===== config.mk =====
export PLATFORM = sky130hd
export DESIGN_NAME = trx_transfer
export DESIGN_NICKNAME = d
export VERILOG_FILES = /design/src/common/trx_pkg.sv /design/src/design/trx_nib_split.sv /design/src/design/trx_transfer.sv
export SDC_FILE = /design/constraint.sdc
export NUM_CORES = 1
export LEC_CHECK = 0
export ABC_AREA = 1
export ABC_CLOCK_PERIOD_IN_PS = 2200
export BUFFER_PORTS_ARGS = -buffer_cell sky130_fd_sc_hd__buf_4
export CORE_UTILIZATION = 47
export CTS_CLUSTER_DIAMETER = 120
export CTS_CLUSTER_SIZE = 28
export DETAILED_ROUTE_END_ITERATION = 12
export HOLD_SLACK_MARGIN = 0.05
export PLACE_DENSITY = 0.87
export SYNTH_ARGS = -nofsm -noshare
export SYNTH_HDL_FRONTEND = slang
export SYNTH_HIERARCHICAL = 1
export SYNTH_SLANG_ARGS = --single-unit

===== constraint.sdc =====
create_clock -name clk -period 2.2 [get_ports clk]
set_clock_uncertainty 0.05 [all_clocks]
set_input_delay 0.11 -clock clk [delete_from_list [all_inputs] [get_ports clk]]
set_output_delay 0.11 -clock clk [all_outputs]
set_load 0.01 [all_outputs]

===== src/common/trx_pkg.sv =====
// Purpose: shared constants and types for the timer readout transfer block
// Assumes: 10-bit instruction words, 4-bit data path, 8-bit timers
// Notes: opcodes are full instruction words, no operand field
package trx_pkg;
	localparam int NIB_W = 4;
	localparam int TMR_W = 8;
	localparam int OPC_W = 10;
	localparam int NUM_TMR = 3;

	// instruction words
	localparam logic [OPC_W-1:0] OPC_COPY_B_TO_A = 10'h01e;
	localparam logic [OPC_W-1:0] OPC_READ_TIMER_ONE = 10'h270;
	localparam logic [OPC_W-1:0] OPC_READ_TIMER_TWO = 10'h271;
	localparam logic [OPC_W-1:0] OPC_READ_TIMER_THREE = 10'h272;

	// cost of every instruction handled here
	localparam logic [1:0] OP_WORDS = 2'h1;
	localparam logic [1:0] OP_CYCLES = 2'h1;

	// reset values
	localparam logic [NIB_W-1:0] NIB_RST = 4'h0;

	typedef enum logic [2:0] {
		TRX_OP_NONE,
		TRX_OP_COPY,
		TRX_OP_TMR1,
		TRX_OP_TMR2,
		TRX_OP_TMR3
	} trx_op_t;

	typedef struct packed {
		trx_op_t op;
		logic done;
		logic acc_we;
		logic [NIB_W-1:0] acc_wdata;
		logic aux_we;
		logic [NIB_W-1:0] aux_wdata;
		logic carry_we;
		logic skip_next;
		logic [1:0] words;
		logic [1:0] cycles;
	} trx_state_t;
endpackage


===== src/design/trx_nib_split.sv =====
// Purpose: split one timer value into its upper and lower nibble
// Assumes: timer width is exactly two nibbles
// Notes: pure wiring, one instance per timer
`timescale 1ns/1ps
module trx_nib_split #(
	parameter int NIB_W = 4
) (
	// timer value in
	input wire logic [2*NIB_W-1:0] value,
	// nibbles out
	output logic [NIB_W-1:0] hi,
	output logic [NIB_W-1:0] lo
);
	// elaboration check
	if (NIB_W < 1) begin
		$error("trx_nib_split: NIB_W must be at least 1");
	end

	assign hi = value[2*NIB_W-1:NIB_W];
	assign lo = value[NIB_W-1:0];
endmodule


===== src/design/trx_transfer.sv =====
// Contract
// RQ1: copy opcode loads accumulator from auxiliary register
// RQ2: timer one: upper nibble aux, lower accumulator
// RQ3: timer two: upper nibble aux, lower accumulator
// RQ4: timer three: upper nibble aux, lower accumulator
// RQ5: one word, one cycle, carry kept, no skip
//
// Purpose: execute the register copy and timer readout transfers
// Assumes: decoder presents one instruction word per cycle with a valid strobe;
//   register and timer values are sampled in the cycle the word is taken
// Notes: write-backs appear the cycle after the instruction is taken;
//   strobes, done and op_done last one cycle, data and cost hold until the
//   next handled instruction writing them; carry and skip requests stay low throughout
`timescale 1ns/1ps
module trx_transfer
	import trx_pkg::*;
#(
	parameter int DATA_W = trx_pkg::NIB_W,
	parameter int TIMER_W = trx_pkg::TMR_W
) (
	// clock and reset
	input wire logic clk,
	input wire logic sys_rst,
	// instruction from decoder
	input wire logic instr_valid,
	input wire logic [trx_pkg::OPC_W-1:0] instr_word,
	// current register file and timer values
	input wire logic [trx_pkg::NIB_W-1:0] aux_rdata,
	input wire logic [trx_pkg::TMR_W-1:0] timer_one,
	input wire logic [trx_pkg::TMR_W-1:0] timer_two,
	input wire logic [trx_pkg::TMR_W-1:0] timer_three,
	// write-back to register file
	output logic acc_we,
	output logic [trx_pkg::NIB_W-1:0] acc_wdata,
	output logic aux_we,
	output logic [trx_pkg::NIB_W-1:0] aux_wdata,
	// carry and skip requests
	output logic carry_flag_we,
	output logic skip_next,
	// completion and instruction cost
	output logic done,
	output trx_pkg::trx_op_t op_done,
	output logic [1:0] op_words,
	output logic [1:0] op_cycles
);
	import trx_pkg::*;

	// elaboration checks: the datapath is two nibbles per timer
	if (DATA_W != NIB_W) begin
		$error("trx_transfer: DATA_W must equal the package nibble width");
	end
	if (TIMER_W != 2 * DATA_W) begin
		$error("trx_transfer: TIMER_W must be two nibbles");
	end
	if (TIMER_W != TMR_W) begin
		$error("trx_transfer: TIMER_W must equal the package timer width");
	end

	// one split instance is wired per timer below
	if (NUM_TMR != 3) begin
		$error("trx_transfer: exactly three timers are wired");
	end

	// a shared word would decode to one op and silently lose the other
	if (OPC_COPY_B_TO_A == OPC_READ_TIMER_ONE || OPC_COPY_B_TO_A == OPC_READ_TIMER_TWO ||
		OPC_COPY_B_TO_A == OPC_READ_TIMER_THREE || OPC_READ_TIMER_ONE == OPC_READ_TIMER_TWO ||
		OPC_READ_TIMER_ONE == OPC_READ_TIMER_THREE ||
		OPC_READ_TIMER_TWO == OPC_READ_TIMER_THREE) begin
		$error("trx_transfer: instruction words must be distinct");
	end

	// the cost outputs double as a completion marker, so zero is refused
	if (OP_WORDS == 2'h0 || OP_CYCLES == 2'h0) begin
		$error("trx_transfer: instruction cost must be nonzero");
	end

	// indexed per timer so one split module serves all three
	logic [NIB_W-1:0] tmr_hi [NUM_TMR];
	logic [NIB_W-1:0] tmr_lo [NUM_TMR];
	logic [TMR_W-1:0] tmr_val [NUM_TMR];

	assign tmr_val[0] = timer_one;
	assign tmr_val[1] = timer_two;
	assign tmr_val[2] = timer_three;

	// both nibbles come from the same sample, so a counting timer never tears
	trx_nib_split #(.NIB_W(NIB_W)) u_split_one (
		.value(tmr_val[0]),
		.hi(tmr_hi[0]),
		.lo(tmr_lo[0])
	);

	trx_nib_split #(.NIB_W(NIB_W)) u_split_two (
		.value(tmr_val[1]),
		.hi(tmr_hi[1]),
		.lo(tmr_lo[1])
	);

	trx_nib_split #(.NIB_W(NIB_W)) u_split_three (
		.value(tmr_val[2]),
		.hi(tmr_hi[2]),
		.lo(tmr_lo[2])
	);

	// all registered state lives in one struct
	trx_state_t st_q;
	trx_state_t st_d;

	// op decoded from the word on the bus this cycle
	trx_op_t dec_op;

	always_comb begin
		dec_op = TRX_OP_NONE;
		if (instr_valid) begin
			// only the four exact words are taken; neighbours fall through
			case (instr_word)
				OPC_COPY_B_TO_A: begin
					dec_op = TRX_OP_COPY;
				end
				OPC_READ_TIMER_ONE: begin
					dec_op = TRX_OP_TMR1;
				end
				OPC_READ_TIMER_TWO: begin
					dec_op = TRX_OP_TMR2;
				end
				OPC_READ_TIMER_THREE: begin
					dec_op = TRX_OP_TMR3;
				end
				default: begin
					dec_op = TRX_OP_NONE;
				end
			endcase
		end
	end

	always_comb begin
		st_d = st_q;
		// strobes last one cycle; data holds until the next handled instruction that writes it
		st_d.op = dec_op;
		st_d.done = 1'b0;
		st_d.acc_we = 1'b0;
		st_d.aux_we = 1'b0;
		// never touches carry and never skips
		st_d.carry_we = 1'b0; // RQ5
		st_d.skip_next = 1'b0; // RQ5

		// a handled op writes its nibbles and marks completion
		case (dec_op)
			TRX_OP_COPY: begin
				st_d.done = 1'b1;
				// copy leaves the auxiliary side untouched
				st_d.acc_we = 1'b1; // RQ1
				st_d.acc_wdata = aux_rdata; // RQ1
			end

			TRX_OP_TMR1: begin
				st_d.done = 1'b1;
				st_d.aux_we = 1'b1; // RQ2
				st_d.aux_wdata = tmr_hi[0]; // RQ2
				st_d.acc_we = 1'b1; // RQ2
				st_d.acc_wdata = tmr_lo[0]; // RQ2
			end

			TRX_OP_TMR2: begin
				st_d.done = 1'b1;
				st_d.aux_we = 1'b1; // RQ3
				st_d.aux_wdata = tmr_hi[1]; // RQ3
				st_d.acc_we = 1'b1; // RQ3
				st_d.acc_wdata = tmr_lo[1]; // RQ3
			end

			TRX_OP_TMR3: begin
				st_d.done = 1'b1;
				st_d.aux_we = 1'b1; // RQ4
				st_d.aux_wdata = tmr_hi[2]; // RQ4
				st_d.acc_we = 1'b1; // RQ4
				st_d.acc_wdata = tmr_lo[2]; // RQ4
			end

			default: begin
				st_d.done = 1'b0;
			end
		endcase

		// cost holds its last value while idle
		if (st_d.done) begin
			st_d.words = OP_WORDS; // RQ5
			st_d.cycles = OP_CYCLES; // RQ5
		end
	end

	// synchronous reset; every field gets a constant
	always_ff @(posedge clk) begin
		if (sys_rst) begin
			st_q.op <= TRX_OP_NONE;
			st_q.done <= 1'b0;
			st_q.acc_we <= 1'b0;
			st_q.acc_wdata <= NIB_RST;
			st_q.aux_we <= 1'b0;
			st_q.aux_wdata <= NIB_RST;
			st_q.carry_we <= 1'b0;
			st_q.skip_next <= 1'b0;
			st_q.words <= 2'h0;
			st_q.cycles <= 2'h0;
		end else begin
			st_q <= st_d;
		end
	end

	// write-back straight from the registered struct
	assign acc_we = st_q.acc_we;
	assign acc_wdata = st_q.acc_wdata;
	assign aux_we = st_q.aux_we;
	assign aux_wdata = st_q.aux_wdata;

	// flag, skip and completion
	assign carry_flag_we = st_q.carry_we;
	assign skip_next = st_q.skip_next;
	assign done = st_q.done;
	assign op_done = st_q.op;
	assign op_words = st_q.words;
	assign op_cycles = st_q.cycles;
endmodule


==> impl_results.md <==
* Crit path max fanout at 14
* Seq cells post-synth at 14
* PD cells at 360.5 nW/µm²
* Number of post-CTS setup repair buffers at 0
* Fin nets at 244
* Dpl hpwl at 1854 µm
* Via count of the first global-routing pass at 970
* Final Setup Violations at 0
* Outcome: finished clean
* Mean Syn Cell Area at 6.505 µm²
* DRC violations left at 0
* Initial antenna violation count at 0
* Worst Path Buf+Inv at 4
* Worst-Skew Late Latency at 0.28 ns
* RR Startpoint: aux_wdata[0]
* DR vias at 1068
* Tcrit/Tclk final at 54.17%
* Die area at 2565 µm²
* H-tree depth at 1
* Worst Reg2Reg Path Length in Cells at 4
* Synth area leader: dfxtp_1
* Crit path max-delay cell type: o21ai_2
* Clock root cell: clkbuf_4
* RSZ-0062 raised after global routing: false
* WHS at 0.05580 ns
* Fraction of registers with async set/reset at 0%
* Warnings, synthesis at 6
* Worst Path Arrival at 1.33 ns
* CTS buffer count at 3
* DR vias/cell at 4.664
* Antenna viol nets, final at 0
* Top cell type's share of synthesized area at 25.20%
* Post-cts resize count at 0
* Crit path kind: input port to register
* Worst-path clk slew at 0.08 ns
* Maximum VDD drop at 0.2145 mV
* Layout cells sized above 1 at 38.81%
* Total Wirelength at 2217 µm
* Setup_tns at 0 ns
* Maximum root-to-sink buffer count at 2
* Crit path time final at 1.192 ns
* Internal power at 0.0003711 W
* Clock Power Share at 29.4%
* Die height at 50.65 µm
* Largest net degree at the start of global routing at 15
* RePlAce Congestion at 0.7880
* Grt ovf at 0
* CP Capture Type: register
* Hold-fix buffers, CTS at 1
* Initial core utilization at 50.28%
* DRT iter0 DRCs at 24
* Worst path top cell family by delay: compound AO/OA/AOI/OAI gates
* Worst r2r dst: aux_wdata[0]
* First-pass GRT wire length at 3767 µm
* Sw Ratio at 24.31%
* Wire length per cell at 9.681 µm
* Core area at 2212 µm²
* Ant. Diodes at 0
* Area Growth Syn to Fin at 22.27%
* Worst path cell trace: buf_4 > nand2_2 > nor2_1 > o21ai_2 > inv_1 > o21ai_0 > inv_1 > nand2_1 > inv_1
* LEAKAGE at 0.7311 nW
* GR Util All Layers at 19.61%
* Hold Vio Cnt, Final at 0
* Crit path top cell by count: inv_1
* Worst Hold Endpoint: aux_wdata[3]
* Synthesized cell area at 1112 µm²
* Port bufs at 56
* F_max at 839.1 MHz
* Most common cell in the netlist: buf_4
* Clock sinks at 14
* EDFF count, synth at 0
* Max-slew violation count at 0
* Hold Path Depth at 3
* Flop pwr share at 51.7%
* Worst slew pin tran at 0.5230 ns
* Top FF cell, synth: dfxtp_1
* Startpoint Class: input port
* Die width at 50.65 µm
* Top post-synthesis cells by count: 30 x buf_4, 23 x nand2_1, 23 x nor2_1
* Final Cell Area at 1360 µm²
* Worst EP required at 2.34 ns
* Maxcap violations at 0
* Min-delay worst type: input port to register
* Slew HR at 65.13%
* R2R setup slack at 1.43 ns
* FP Rows at 17
* Core Util, Final at 61.48%
* Hold Crit Start: timer_two[7]
* Fill count at 225
* Post-Synthesis Cells at 171
* Pre-antenna DRT Iters at 5
* Synth unique cells at 21
* CTS tree: yes
* Sequential-to-total area share from yosys stat at 25.20%
* Net load switching power at 0.0001192 W
* Synth area leaders: dfxtp_1 25%, buf_4 20%, nand2_1 7.8%, nor2_1 7.8%, inv_1 6.7%
* Cell Area, Placed at 1328 µm²
* Critical path's largest stage delay at 0.44 ns
* Ports at 61
* Power share of the combinational group at 18.9%
==> worst max-delay path by stage <==
| stage | startpoint | endpoint | slack [ns] | depth (start not counted) |
|---|---|---|---|---|
| 6_report | instr_word[1] | aux_wdata[0] | 1.01 | 9 |
| 4_1_cts | instr_word[1] | aux_wdata[0] | 1.04 | 9 |
| 3_5_place_dp | instr_word[1] | aux_wdata[0] | 0.73 | 9 |
| 2_1_floorplan | instr_word[7] | acc_wdata[3] | 1.08 | 11 |
| 5_1_grt | instr_word[0] | aux_wdata[0] | 0.85 | 10 |
| 3_3_place_gp | instr_word[1] | aux_wdata[0] | 0.79 | 9 |
==> cell families (layout without fill, tap and decap cells) <==
group / after synthesis / count (layout) / share of synthesized area (%)
simple gates: 77 / 77 / 33.07
buf+inv: 57 / 84 / 30.82
other cells: 1 / 4 / 0.3371
flops: 14 / 14 / 25.20
compound gates: 22 / 22 / 10.57
==> worst reg2reg max path, stage by stage, from the launching register on <==
cell and delay, ns:
dfxtp_1 0.32, o21ai_0 0.16, inv_1 0.06, nand2_1 0.06
inv_1 0.03
==> through the flow <==
step	worst slack, ns	cells	total power [W]
2_1_floorplan	1.082	174	0.0003228
3_3_place_gp	0.7949	225	0.0003504
3_5_place_dp	0.7297	225	0.0003511
4_1_cts	1.037	229	0.0004901
5_1_grt	0.8482	229	0.0005180
6_report	1.008	229	0.0004903
==> cells in the final DEF (no fill, tap or decap) <==
cell / n
nor2_1: 23
nor3_1: 1
o21ai_0: 8
nor2_2: 5
nand2_1: 23
nor2_4: 2
inv_1: 20
a21oi_2: 1
nand3_2: 2
nand2_2: 4
o21ai_2: 1
nand3_1: 12
inv_2: 3
conb_1: 4
dfxtp_1: 14
clkinv_2: 1
a21oi_1: 12
nand4_1: 5
clkbuf_4: 3
buf_4: 56
dlygate4sd3_1: 1
==> power groups by stage <==
stage / Clock [W] / Combinational (W) / Sequential, W
3_5_place_dp: 0 / 0.0000913 / 0.000260
3_3_place_gp: 0 / 0.0000907 / 0.000260
2_1_floorplan: 0 / 0.0000629 / 0.000260
5_1_grt: 0.000162 / 0.000102 / 0.000254
6_report: 0.000144 / 0.0000925 / 0.000254
4_1_cts: 0.000143 / 0.0000930 / 0.000254
==> sequential cells by signal (all words and copies together) (netlist names) <==
name,cells
done,1
acc_wdata,4
op_done,3
op_words,1
aux_wdata,4
aux_we,1
==> layer usage <==
metal / up-vias / share of wire, % / GRT usage [%]
met5: - / 0 / 0
li1: 564 / - / -
met4: 0 / 1.9 / 10.65
met1: 453 / 43 / 23.36
met2: 46 / 48 / 32.89
met3: 5 / 6.8 / 3.636
==> layout make-up <==
type                            count  area (µm²)  area share (%)
Clock buffer                        3       22.52           1.656
Inverter                           24       91.34           6.716
Timing Repair Buffer               57       430.4           31.65
Tap cell                           28       35.03           2.576
Sequential cell                    14       280.3           20.61
Multi-Input combinational cell    103       500.5           36.80
(Power assumes the default switching activity.)
